### config.mk
export PLATFORM = sky130hd
export DESIGN_NAME = adsc_activity_cfg
export DESIGN_NICKNAME = d
export VERILOG_FILES = /design/src/common/adsc_pkg.sv /design/src/design/adsc_activity_cfg.sv
export VERILOG_INCLUDE_DIRS = /design/src /design/src/common
export SDC_FILE = /design/constraint.sdc
export NUM_CORES = 1
export LEC_CHECK = 0
export BUFFER_PORTS_ARGS = -buffer_cell sky130_fd_sc_hd__buf_2
export CORE_MARGIN = 10
export CORE_UTILIZATION = 56
export DETAILED_ROUTE_END_ITERATION = 10
export GPL_ROUTABILITY_DRIVEN = 0
export HOLD_SLACK_MARGIN = 0.06
export MAX_ROUTING_LAYER = met4
export PLACE_DENSITY = 0.74
export SYNTH_ARGS = -nofsm -noshare
export SYNTH_HDL_FRONTEND = slang
export SYNTH_SLANG_ARGS = --single-unit
### constraint.sdc
create_clock -name clk -period 4.55 [get_ports clk]
set_input_delay 0.2275 -clock clk [delete_from_list [all_inputs] [get_ports clk]]
set_output_delay 0.2275 -clock clk [all_outputs]
set_load 0.005 [all_outputs]
### src/common/adsc_cfg.svh
// Offsets, field positions, reset values and timing counts for the activity/self-test block
`ifndef ADSC_CFG_SVH
`define ADSC_CFG_SVH

// ----------------------------------------------------------------------------
// Register offsets
// ----------------------------------------------------------------------------
`define ADSC_OFS_AXIS_CFG 7'h38
`define ADSC_OFS_THR_HI 7'h39
`define ADSC_OFS_THR_LO 7'h3A
`define ADSC_OFS_DUR_HI 7'h3B
`define ADSC_OFS_DUR_MID 7'h3C
`define ADSC_OFS_DUR_LO 7'h3D
`define ADSC_OFS_ACT_CTL 7'h37

// ----------------------------------------------------------------------------
// Field positions and masks
// ----------------------------------------------------------------------------
`define ADSC_BIT_SELFTEST_MODE_EN 7
`define ADSC_BIT_SELFTEST_FORCE_EN 6
`define ADSC_BIT_SELFTEST_FORCE_INVERT 5
`define ADSC_AXIS_CFG_WMASK 8'hE7
`define ADSC_THR_HI_WMASK 8'h07
`define ADSC_ACT_EN_WMASK 8'h03
`define ADSC_REG_RESET 8'h00

// ----------------------------------------------------------------------------
// Timing: one duration unit is 500 us, clock 40 MHz
// ----------------------------------------------------------------------------
`define ADSC_DUR_UNIT_NS 500000
`define ADSC_CLK_PERIOD_NS 25
`define ADSC_DUR_UNIT_CYC (`ADSC_DUR_UNIT_NS / `ADSC_CLK_PERIOD_NS)

`endif

### src/common/adsc_pkg.sv
// Types shared by the activity/self-test block
`default_nettype none
package adsc_pkg;
    // Register port request
    typedef struct packed {
        logic       wr;
        logic       rd;
        logic [6:0] addr;
        logic [7:0] wdata;
    } adsc_req_type;

    // Activity-enable codes
    typedef enum logic [1:0] {
        ADSC_ACT_OFF  = 2'b00,
        ADSC_ACT_ABS  = 2'b01,
        ADSC_ACT_OFF2 = 2'b10,
        ADSC_ACT_REF  = 2'b11
    } adsc_act_mode_type;

    // Detector states
    typedef enum logic [1:0] {
        ADSC_ST_IDLE  = 2'b00,
        ADSC_ST_TIME  = 2'b01,
        ADSC_ST_FIRED = 2'b10
    } adsc_state_type;
endpackage
`default_nettype wire

### src/design/adsc_activity_cfg.sv
// Activity detector and self-test configuration block with its register file
//
// Notes on behaviour
// - Config bit 7 enters self-test mode
// - Config bit 6 drives self-test force output
// - Config bit 5 inverts self-test force direction
// - Bits 2:0 gate X, Y, Z detection
// - Reserved bits read back as zero
// - Compare sample magnitude with 11-bit threshold
// - Sample scaled by 16 before comparing
// - Threshold from 0x39[2:0] and 0x3A
// - Threshold used in raw converter codes
// - 24-bit duration, 500 us units, high at 0x3B
// - Nonzero duration needs sustained exceeding motion
// - Any single enabled axis may qualify
// - All registers reset to zero
// - Activity enable codes 00/10 stop detector
// - Duration middle 0x3C, low 0x3D
`include "adsc_cfg.svh"
`default_nettype none

module adsc_activity_cfg
    import adsc_pkg::*;
#(
    parameter int UNIT_CYC = `ADSC_DUR_UNIT_CYC
) (
    // Clock and reset
    input wire logic clk,
    input wire logic reset,
    // Register port
    input wire adsc_req_type req,
    output logic [7:0] rdata_r,
    // Converter samples, one strobe per X/Y/Z set
    input wire logic sample_valid,
    input wire logic [11:0] sample_x,
    input wire logic [11:0] sample_y,
    input wire logic [11:0] sample_z,
    // Sensor and detector outputs
    output logic selftest_mode_en_r,
    output logic selftest_force_en_r,
    output logic selftest_force_invert_r,
    output logic activity_event_r,
    output logic activity_active_r
);

    // ------------------------------------------------------------------------
    // Register storage
    // ------------------------------------------------------------------------
    logic [7:0] axis_cfg_r;
    logic [7:0] thr_hi_r;
    logic [7:0] thr_lo_r;
    logic [7:0] dur_hi_r;
    logic [7:0] dur_mid_r;
    logic [7:0] dur_lo_r;
    logic [7:0] act_ctl_r;
    logic [2:0] detect_axis_mask;
    logic [10:0] activity_threshold;
    logic [23:0] duration;
    logic detect_on;

    // Writes; read-only bits are masked so they can never be stored
    always_ff @(posedge clk) begin
        if (reset) begin
            axis_cfg_r <= `ADSC_REG_RESET;
            thr_hi_r <= `ADSC_REG_RESET;
            thr_lo_r <= `ADSC_REG_RESET;
            dur_hi_r <= `ADSC_REG_RESET;
            dur_mid_r <= `ADSC_REG_RESET;
            dur_lo_r <= `ADSC_REG_RESET;
            act_ctl_r <= `ADSC_REG_RESET;
        end else if (req.wr) begin
            case (req.addr)
                `ADSC_OFS_AXIS_CFG: axis_cfg_r <= req.wdata & `ADSC_AXIS_CFG_WMASK;
                `ADSC_OFS_THR_HI: thr_hi_r <= req.wdata & `ADSC_THR_HI_WMASK;
                `ADSC_OFS_THR_LO: thr_lo_r <= req.wdata;
                `ADSC_OFS_DUR_HI: dur_hi_r <= req.wdata;
                `ADSC_OFS_DUR_MID: dur_mid_r <= req.wdata;
                `ADSC_OFS_DUR_LO: dur_lo_r <= req.wdata;
                `ADSC_OFS_ACT_CTL: act_ctl_r <= req.wdata & `ADSC_ACT_EN_WMASK;
                default: ;
            endcase
        end
    end

    // Registered read data; unmapped offsets read zero
    // The host sees the answer one edge after the request, never in the same cycle
    always_ff @(posedge clk) begin
        if (reset) begin
            rdata_r <= 8'h00;
        end else if (req.rd) begin
            case (req.addr)
                `ADSC_OFS_AXIS_CFG: rdata_r <= axis_cfg_r;
                `ADSC_OFS_THR_HI: rdata_r <= thr_hi_r;
                `ADSC_OFS_THR_LO: rdata_r <= thr_lo_r;
                `ADSC_OFS_DUR_HI: rdata_r <= dur_hi_r;
                `ADSC_OFS_DUR_MID: rdata_r <= dur_mid_r;
                `ADSC_OFS_DUR_LO: rdata_r <= dur_lo_r;
                `ADSC_OFS_ACT_CTL: rdata_r <= act_ctl_r;
                default: rdata_r <= 8'h00;
            endcase
        end
    end

    // ------------------------------------------------------------------------
    // Self-test controls
    // ------------------------------------------------------------------------
    always_ff @(posedge clk) begin
        if (reset) begin
            selftest_mode_en_r <= 1'b0;
            selftest_force_en_r <= 1'b0;
            selftest_force_invert_r <= 1'b0;
        end else begin
            selftest_mode_en_r <= axis_cfg_r[`ADSC_BIT_SELFTEST_MODE_EN];
            selftest_force_en_r <= axis_cfg_r[`ADSC_BIT_SELFTEST_FORCE_EN];
            selftest_force_invert_r <= axis_cfg_r[`ADSC_BIT_SELFTEST_FORCE_INVERT];
        end
    end

    // ------------------------------------------------------------------------
    // Comparison path
    // ------------------------------------------------------------------------
    // axis gating field
    assign detect_axis_mask = axis_cfg_r[2:0];
    // threshold assembly, raw codes so no range rescale
    assign activity_threshold = {thr_hi_r[2:0], thr_lo_r};
    assign duration = {dur_hi_r, dur_mid_r, dur_lo_r};
    // only codes 01 and 11 run the detector
    // Bit 0 alone decides, so code 10 behaves exactly like 00;
    // referenced mode runs the same path as absolute mode here
    assign detect_on = act_ctl_r[0];

    // Magnitude of a signed sample, scaled by 16
    // The most negative code has no positive twin in 12 bits, but its
    // pattern read as unsigned is still the right magnitude, so no extra bit
    function automatic logic [15:0] scaled_mag(input logic [11:0] s);
        logic [11:0] m;
        m = s[11] ? 12'(-s) : s;
        scaled_mag = {m, 4'h0};
    endfunction

    logic [2:0] over;
    logic any_over;
    assign over[0] = scaled_mag(sample_x) > {5'h00, activity_threshold};
    assign over[1] = scaled_mag(sample_y) > {5'h00, activity_threshold};
    assign over[2] = scaled_mag(sample_z) > {5'h00, activity_threshold};
    assign any_over = |(over & detect_axis_mask);

    // ------------------------------------------------------------------------
    // Duration timer: units of 500 us
    // ------------------------------------------------------------------------
    logic [$clog2(UNIT_CYC+1)-1:0] tick_cnt_r;
    logic [23:0] unit_cnt_r;
    adsc_state_type state_r;
    logic unit_tick;
    // Prescaler wraps once per duration unit; a small UNIT_CYC shortens
    // simulation, the default matches the real unit at this clock rate
    assign unit_tick = (tick_cnt_r == ($bits(tick_cnt_r))'(UNIT_CYC - 1));

    // Detector state; clearing the enable code drops everything at once

    always_ff @(posedge clk) begin
        if (reset || !detect_on) begin
            state_r <= ADSC_ST_IDLE;
            tick_cnt_r <= '0;
            unit_cnt_r <= 24'h000000;
            activity_event_r <= 1'b0;
            activity_active_r <= 1'b0;
        end else begin
            activity_event_r <= 1'b0;
            case (state_r)
                ADSC_ST_IDLE: begin
                    if (sample_valid && any_over) begin
                        if (duration == 24'h000000) begin
                            state_r <= ADSC_ST_FIRED;
                            activity_event_r <= 1'b1;
                            activity_active_r <= 1'b1;
                        end else begin
                            state_r <= ADSC_ST_TIME;
                            tick_cnt_r <= '0;
                            unit_cnt_r <= 24'h000000;
                        end
                    end
                end
                ADSC_ST_TIME: begin
                    if (sample_valid && !any_over) begin
                        state_r <= ADSC_ST_IDLE;
                    end else if (unit_tick) begin
                        tick_cnt_r <= '0;
                        if (unit_cnt_r + 24'h000001 >= duration) begin
                            state_r <= ADSC_ST_FIRED;
                            activity_event_r <= 1'b1;
                            activity_active_r <= 1'b1;
                        end else begin
                            unit_cnt_r <= unit_cnt_r + 24'h000001;
                        end
                    end else begin
                        tick_cnt_r <= tick_cnt_r + 1'b1;
                    end
                end
                ADSC_ST_FIRED: begin
                    // Re-arm once motion drops below threshold
                    // Without this a steady shake would raise an event every sample
                    if (sample_valid && !any_over) begin
                        state_r <= ADSC_ST_IDLE;
                        activity_active_r <= 1'b0;
                    end
                end
                default: state_r <= ADSC_ST_IDLE;
            endcase
        end
    end
endmodule

`default_nettype wire

==> reports/qor.tcl <==
set qor(die_area_um2) 16150
set qor(layout-drive-gt1-share) 0.1184
set qor(grt_start_max_net_pins) 57
set qor(critPathKind) {flip-flop to flip-flop}
set qor(sum_neg_setup_slack_ps) 0
set qor(power.total_mw) 1.842
set qor(timing.critical_path.to_type) {flip-flop}
set qor(crit_slowest_cell) {sky130_fd_sc_hd__or4_1}
set qor(async_flop_share) 0
set qor(simple_gate_fraction_of_synth_area) 0.2710
set qor(synth_warnings) 0
set qor(fp.coreArea_um2) 11320
set qor(timing.critical_path.required_ps) 4850
set qor(die_width_um) 127.1
set qor(synth-compound-area-share) 0.2065
set qor(detailed_place_hpwl_um) 13010
set qor(worstPathCellList) {ha_1, nand4_1, nor3_1, and2_1, nand2_1, xnor2_1, ha_1, nand4_1, or4_1, a31oi_1, o31ai_1, a21bo_2, a31oi_4, mux2_2}
set qor(cts_num_sinks) 97
set qor(tritoncts) {done}
set qor(cts.clk_slew.worst_paths_ps) 70
set qor(worst_ep_arrival_time_ps) 4410
set qor(ys_types) 67
set qor(count_of_antenna_violating_nets_left_after_detailed_routing) 0
set qor(synth_top_family_by_area) {simple AND/OR/NAND/NOR gates}
set qor(post_synth_xor_area_fraction) 0.03546
set qor(setup_viol) 0
set qor(synth-edff-count) 0
set qor(clk_latency_ps) 360
set qor(synth_area_per_cell_um2) 7.842
set qor(via_per_inst) 6.317
set qor(vias) 6399
set qor(synth_area_um2) 6422
set qor(post-route-min-period_ps) 4115
set qor(areaGrowthSynthToFinish_pct) 10.87
set qor(min_path_type) {input pin to flip-flop}
set qor(cts_hold_repair.buffers) 0
set qor(outcome) {completed}
set qor(ctsLongestPathBuffers) 2
set qor(timing.critical_path.from_type) {flip-flop}
set qor(postCtsSetupRepairBufs) 0
set qor(die-height_um) 127.1
set qor(worst_ir_drop_vdd_mv) 0.2240
set qor(post-route-period-util) 0.9043
set qor(port_buffers) 68
set qor(muxShareOfSynthArea) 0.03292
set qor(cap_violations) 0
set qor(report.final.slew_viol_count) 0
set qor(setup_ws_ps) 435.4
set qor(timing_worst_slew_pin_value_ps) 1113
set qor(post-place-ws_ps) 470.1
set qor(synthAdderAreaFrac) 0.09741
set qor(final.hold.worst_slack_ps) 167.7
set qor(starting_density_of_the_core) 0.5673
set qor(antenna-diode-count) 0
set qor(static_leak_nw) 2.850
set qor(worst-r2r-cell-count) 14
set qor(global_route_wire_length_before_repair_um) 28510
set qor(cts_resized) 0
set qor(root_buffer_cell) {sky130_fd_sc_hd__clkbuf_16}
set qor(critical_path_peak_fanout) 24
set qor(detail_route.wirelength_um) 17340
set qor(achievable-frequency_mhz) 243.0
set qor(row_count) 39
set qor(gr-total-overflow) 0
set qor(overall_routing_resource_usage) 0.2148
set qor(detail_route.wl_per_cell_um) 17.11
set qor(final_nets) 971
set qor(seq_area_frac_synth) 0.3024
set qor(detailedRoute.firstIterationViolations) 658
set qor(hold_violations) 0
set qor(clock_tree.htree_level_count) 3
set qor(worst_hold_path.num_cells) 3
set qor(vias_in_the_first_global_route) 5988
set qor(rsz0062_at_grt) {no}
set qor(relSlewSlack) 0.2552
set qor(boundaryPins) 69
set qor(ys_ff_latch) 97
set qor(netlist_instances) 819
set qor(postSynthNetCount) 925
set qor(synth_top_flop_cell) {sky130_fd_sc_hd__dfxtp_1}
set qor(drt_pre_antenna_iters) 6
set qor(number_of_antenna_violations_at_the_first_check_in_global_routing) 0
set qor(skew_ps) 9.565
set qor(cts_buffers) 9
set qor(drcViolationCount) 0
set qor(power_density_normalized_to_cell_area_nw_per_um2) 258.7
set qor(largest_stage_delay_on_the_critical_path_ps) 550
-- worst max-delay path: cells and delay by family, from the launching register on --
kind	cells	cell delay [ps]
fa+ha+maj	2	520
mux	1	270
xor+xnor	1	150
compound gates	4	1180
simple gates	6	1540
flops	1	400
-- flip-flops by register name (all words and copies together) (netlist names), 2 cells and up --
signal      cells
rdata_r         8
tick_cnt_r     15
act_ctl_r       2
thr_hi_r        3
dur_hi_r        8
dur_mid_r       8
state_r         2
axis_cfg_r      6
thr_lo_r        8
unit_cnt_r     24
dur_lo_r        8
-- synthesized netlist by cell type (3+ instances only) --
cell / instances / area, µm²
sky130_fd_sc_hd__a311oi_1: 4 / 35.03
sky130_fd_sc_hd__and2_1: 6 / 37.54
sky130_fd_sc_hd__nand2b_1: 11 / 68.82
sky130_fd_sc_hd__xnor2_1: 18 / 157.7
sky130_fd_sc_hd__nor3b_1: 3 / 22.52
sky130_fd_sc_hd__mux2i_1: 20 / 200.2
sky130_fd_sc_hd__and4_1: 4 / 35.03
sky130_fd_sc_hd__o2111ai_1: 5 / 43.79
sky130_fd_sc_hd__a21oi_1: 46 / 230.2
sky130_fd_sc_hd__clkbuf_1: 31 / 116.4
sky130_fd_sc_hd__dfxtp_1: 97 / 1942
sky130_fd_sc_hd__xor2_1: 8 / 70.07
sky130_fd_sc_hd__buf_6: 3 / 33.78
sky130_fd_sc_hd__nor4_1: 11 / 68.82
sky130_fd_sc_hd__nor2_1: 56 / 210.2
sky130_fd_sc_hd__ha_1: 50 / 625.6
sky130_fd_sc_hd__or3_1: 9 / 56.30
sky130_fd_sc_hd__buf_2: 3 / 15.01
sky130_fd_sc_hd__a22oi_1: 7 / 52.55
sky130_fd_sc_hd__nor2b_1: 8 / 50.05
sky130_fd_sc_hd__a31oi_1: 12 / 75.07
sky130_fd_sc_hd__o211ai_1: 3 / 22.52
sky130_fd_sc_hd__a222oi_1: 3 / 30.03
sky130_fd_sc_hd__nand2_1: 103 / 386.6
sky130_fd_sc_hd__nand3_1: 66 / 330.3
sky130_fd_sc_hd__or4_1: 13 / 97.59
sky130_fd_sc_hd__a22o_1: 12 / 105.1
sky130_fd_sc_hd__nor3_1: 18 / 90.09
sky130_fd_sc_hd__o31ai_1: 7 / 52.55
sky130_fd_sc_hd__inv_1: 47 / 176.4
sky130_fd_sc_hd__o21ai_0: 32 / 160.2
sky130_fd_sc_hd__a211oi_1: 22 / 165.2
sky130_fd_sc_hd__nand4_1: 17 / 106.4
sky130_fd_sc_hd__and3_1: 8 / 50.05
sky130_fd_sc_hd__a21o_1: 12 / 90.09
sky130_fd_sc_hd__o311ai_0: 6 / 52.55
-- metrics by stage --
step / instances / util / cell area [µm²]
2_1_floorplan: 819 / - / 6422
3_3_place_gp: 997 / 0.6012 / 6807
3_5_place_dp: 997 / 0.6012 / 6807
4_1_cts: 1013 / 0.6290 / 7121
5_1_grt: 1013 / 0.6290 / 7121
6_report: 1013 / 0.6290 / 7121
-- layout make-up --
| class | instances | area, µm² |
|---|---|---|
| repair buffers | 73 | 377.9 |
| clock inverters | 5 | 61.31 |
| inverters | 47 | 176.4 |
| fillers | 998 | 4200 |
| well taps | 143 | 178.9 |
| flip-flops and latches | 97 | 1942 |
| multi-input cells | 637 | 4131 |
| clock buffers | 11 | 252.7 |
-- final timing paths --
check	startpoint	to	slack, ps
min	req[3]	thr_lo_r[3]	170
max reg2reg	unit_cnt_r[0]	unit_cnt_r[0]	440
min reg2reg	dur_mid_r[3]	dur_mid_r[3]	480
max	unit_cnt_r[0]	unit_cnt_r[0]	440
-- cells by family after synthesis --
family | Yosys count
muxes | 21
and+or+nand+nor | 348
DFF | 97
xor gates and xnor gates | 26
adders and majority gates | 50
AOI/OAI and AO/OA | 192
buffers and inverters | 85
-- metal layers --
metal / part of all wire / vias to the layer above / track usage
li1: - / 3116 / -
met4: 0.028 / 0 / 0.09846
met5: 0 / - / -
met2: 0.47 / 247 / 0.3411
met3: 0.065 / 40 / 0.03350
met1: 0.44 / 2996 / 0.2633
-- placed cells by master (no fill, tap or decap), drive strengths merged, types with 9 or more instances in the layout --
master / netlist / routed
nand2: 103 / 103
dfxtp: 97 / 97
buf: 7 / 73
nand3: 66 / 66
nor2: 56 / 56
ha: 50 / 50
inv: 47 / 48
a21oi: 46 / 46
o21ai: 32 / 32
a211oi: 24 / 24
mux2i: 20 / 20
xnor2: 18 / 18
nor3: 18 / 18
nand4: 18 / 18
or4: 14 / 14
a31oi: 13 / 13
a21o: 12 / 12
a22o: 12 / 12
nand2b: 11 / 11
nor4: 11 / 11
clkbuf: 31 / 11
or3: 9 / 9
-- power breakdown --
part           internal [mW]  total [mW]  switching, mW
logic                 0.0738       0.187          0.114
clock network          0.459       0.799          0.340
registers              0.853       0.856        0.00313
Note: power is estimated with default switching activity, not from simulation.
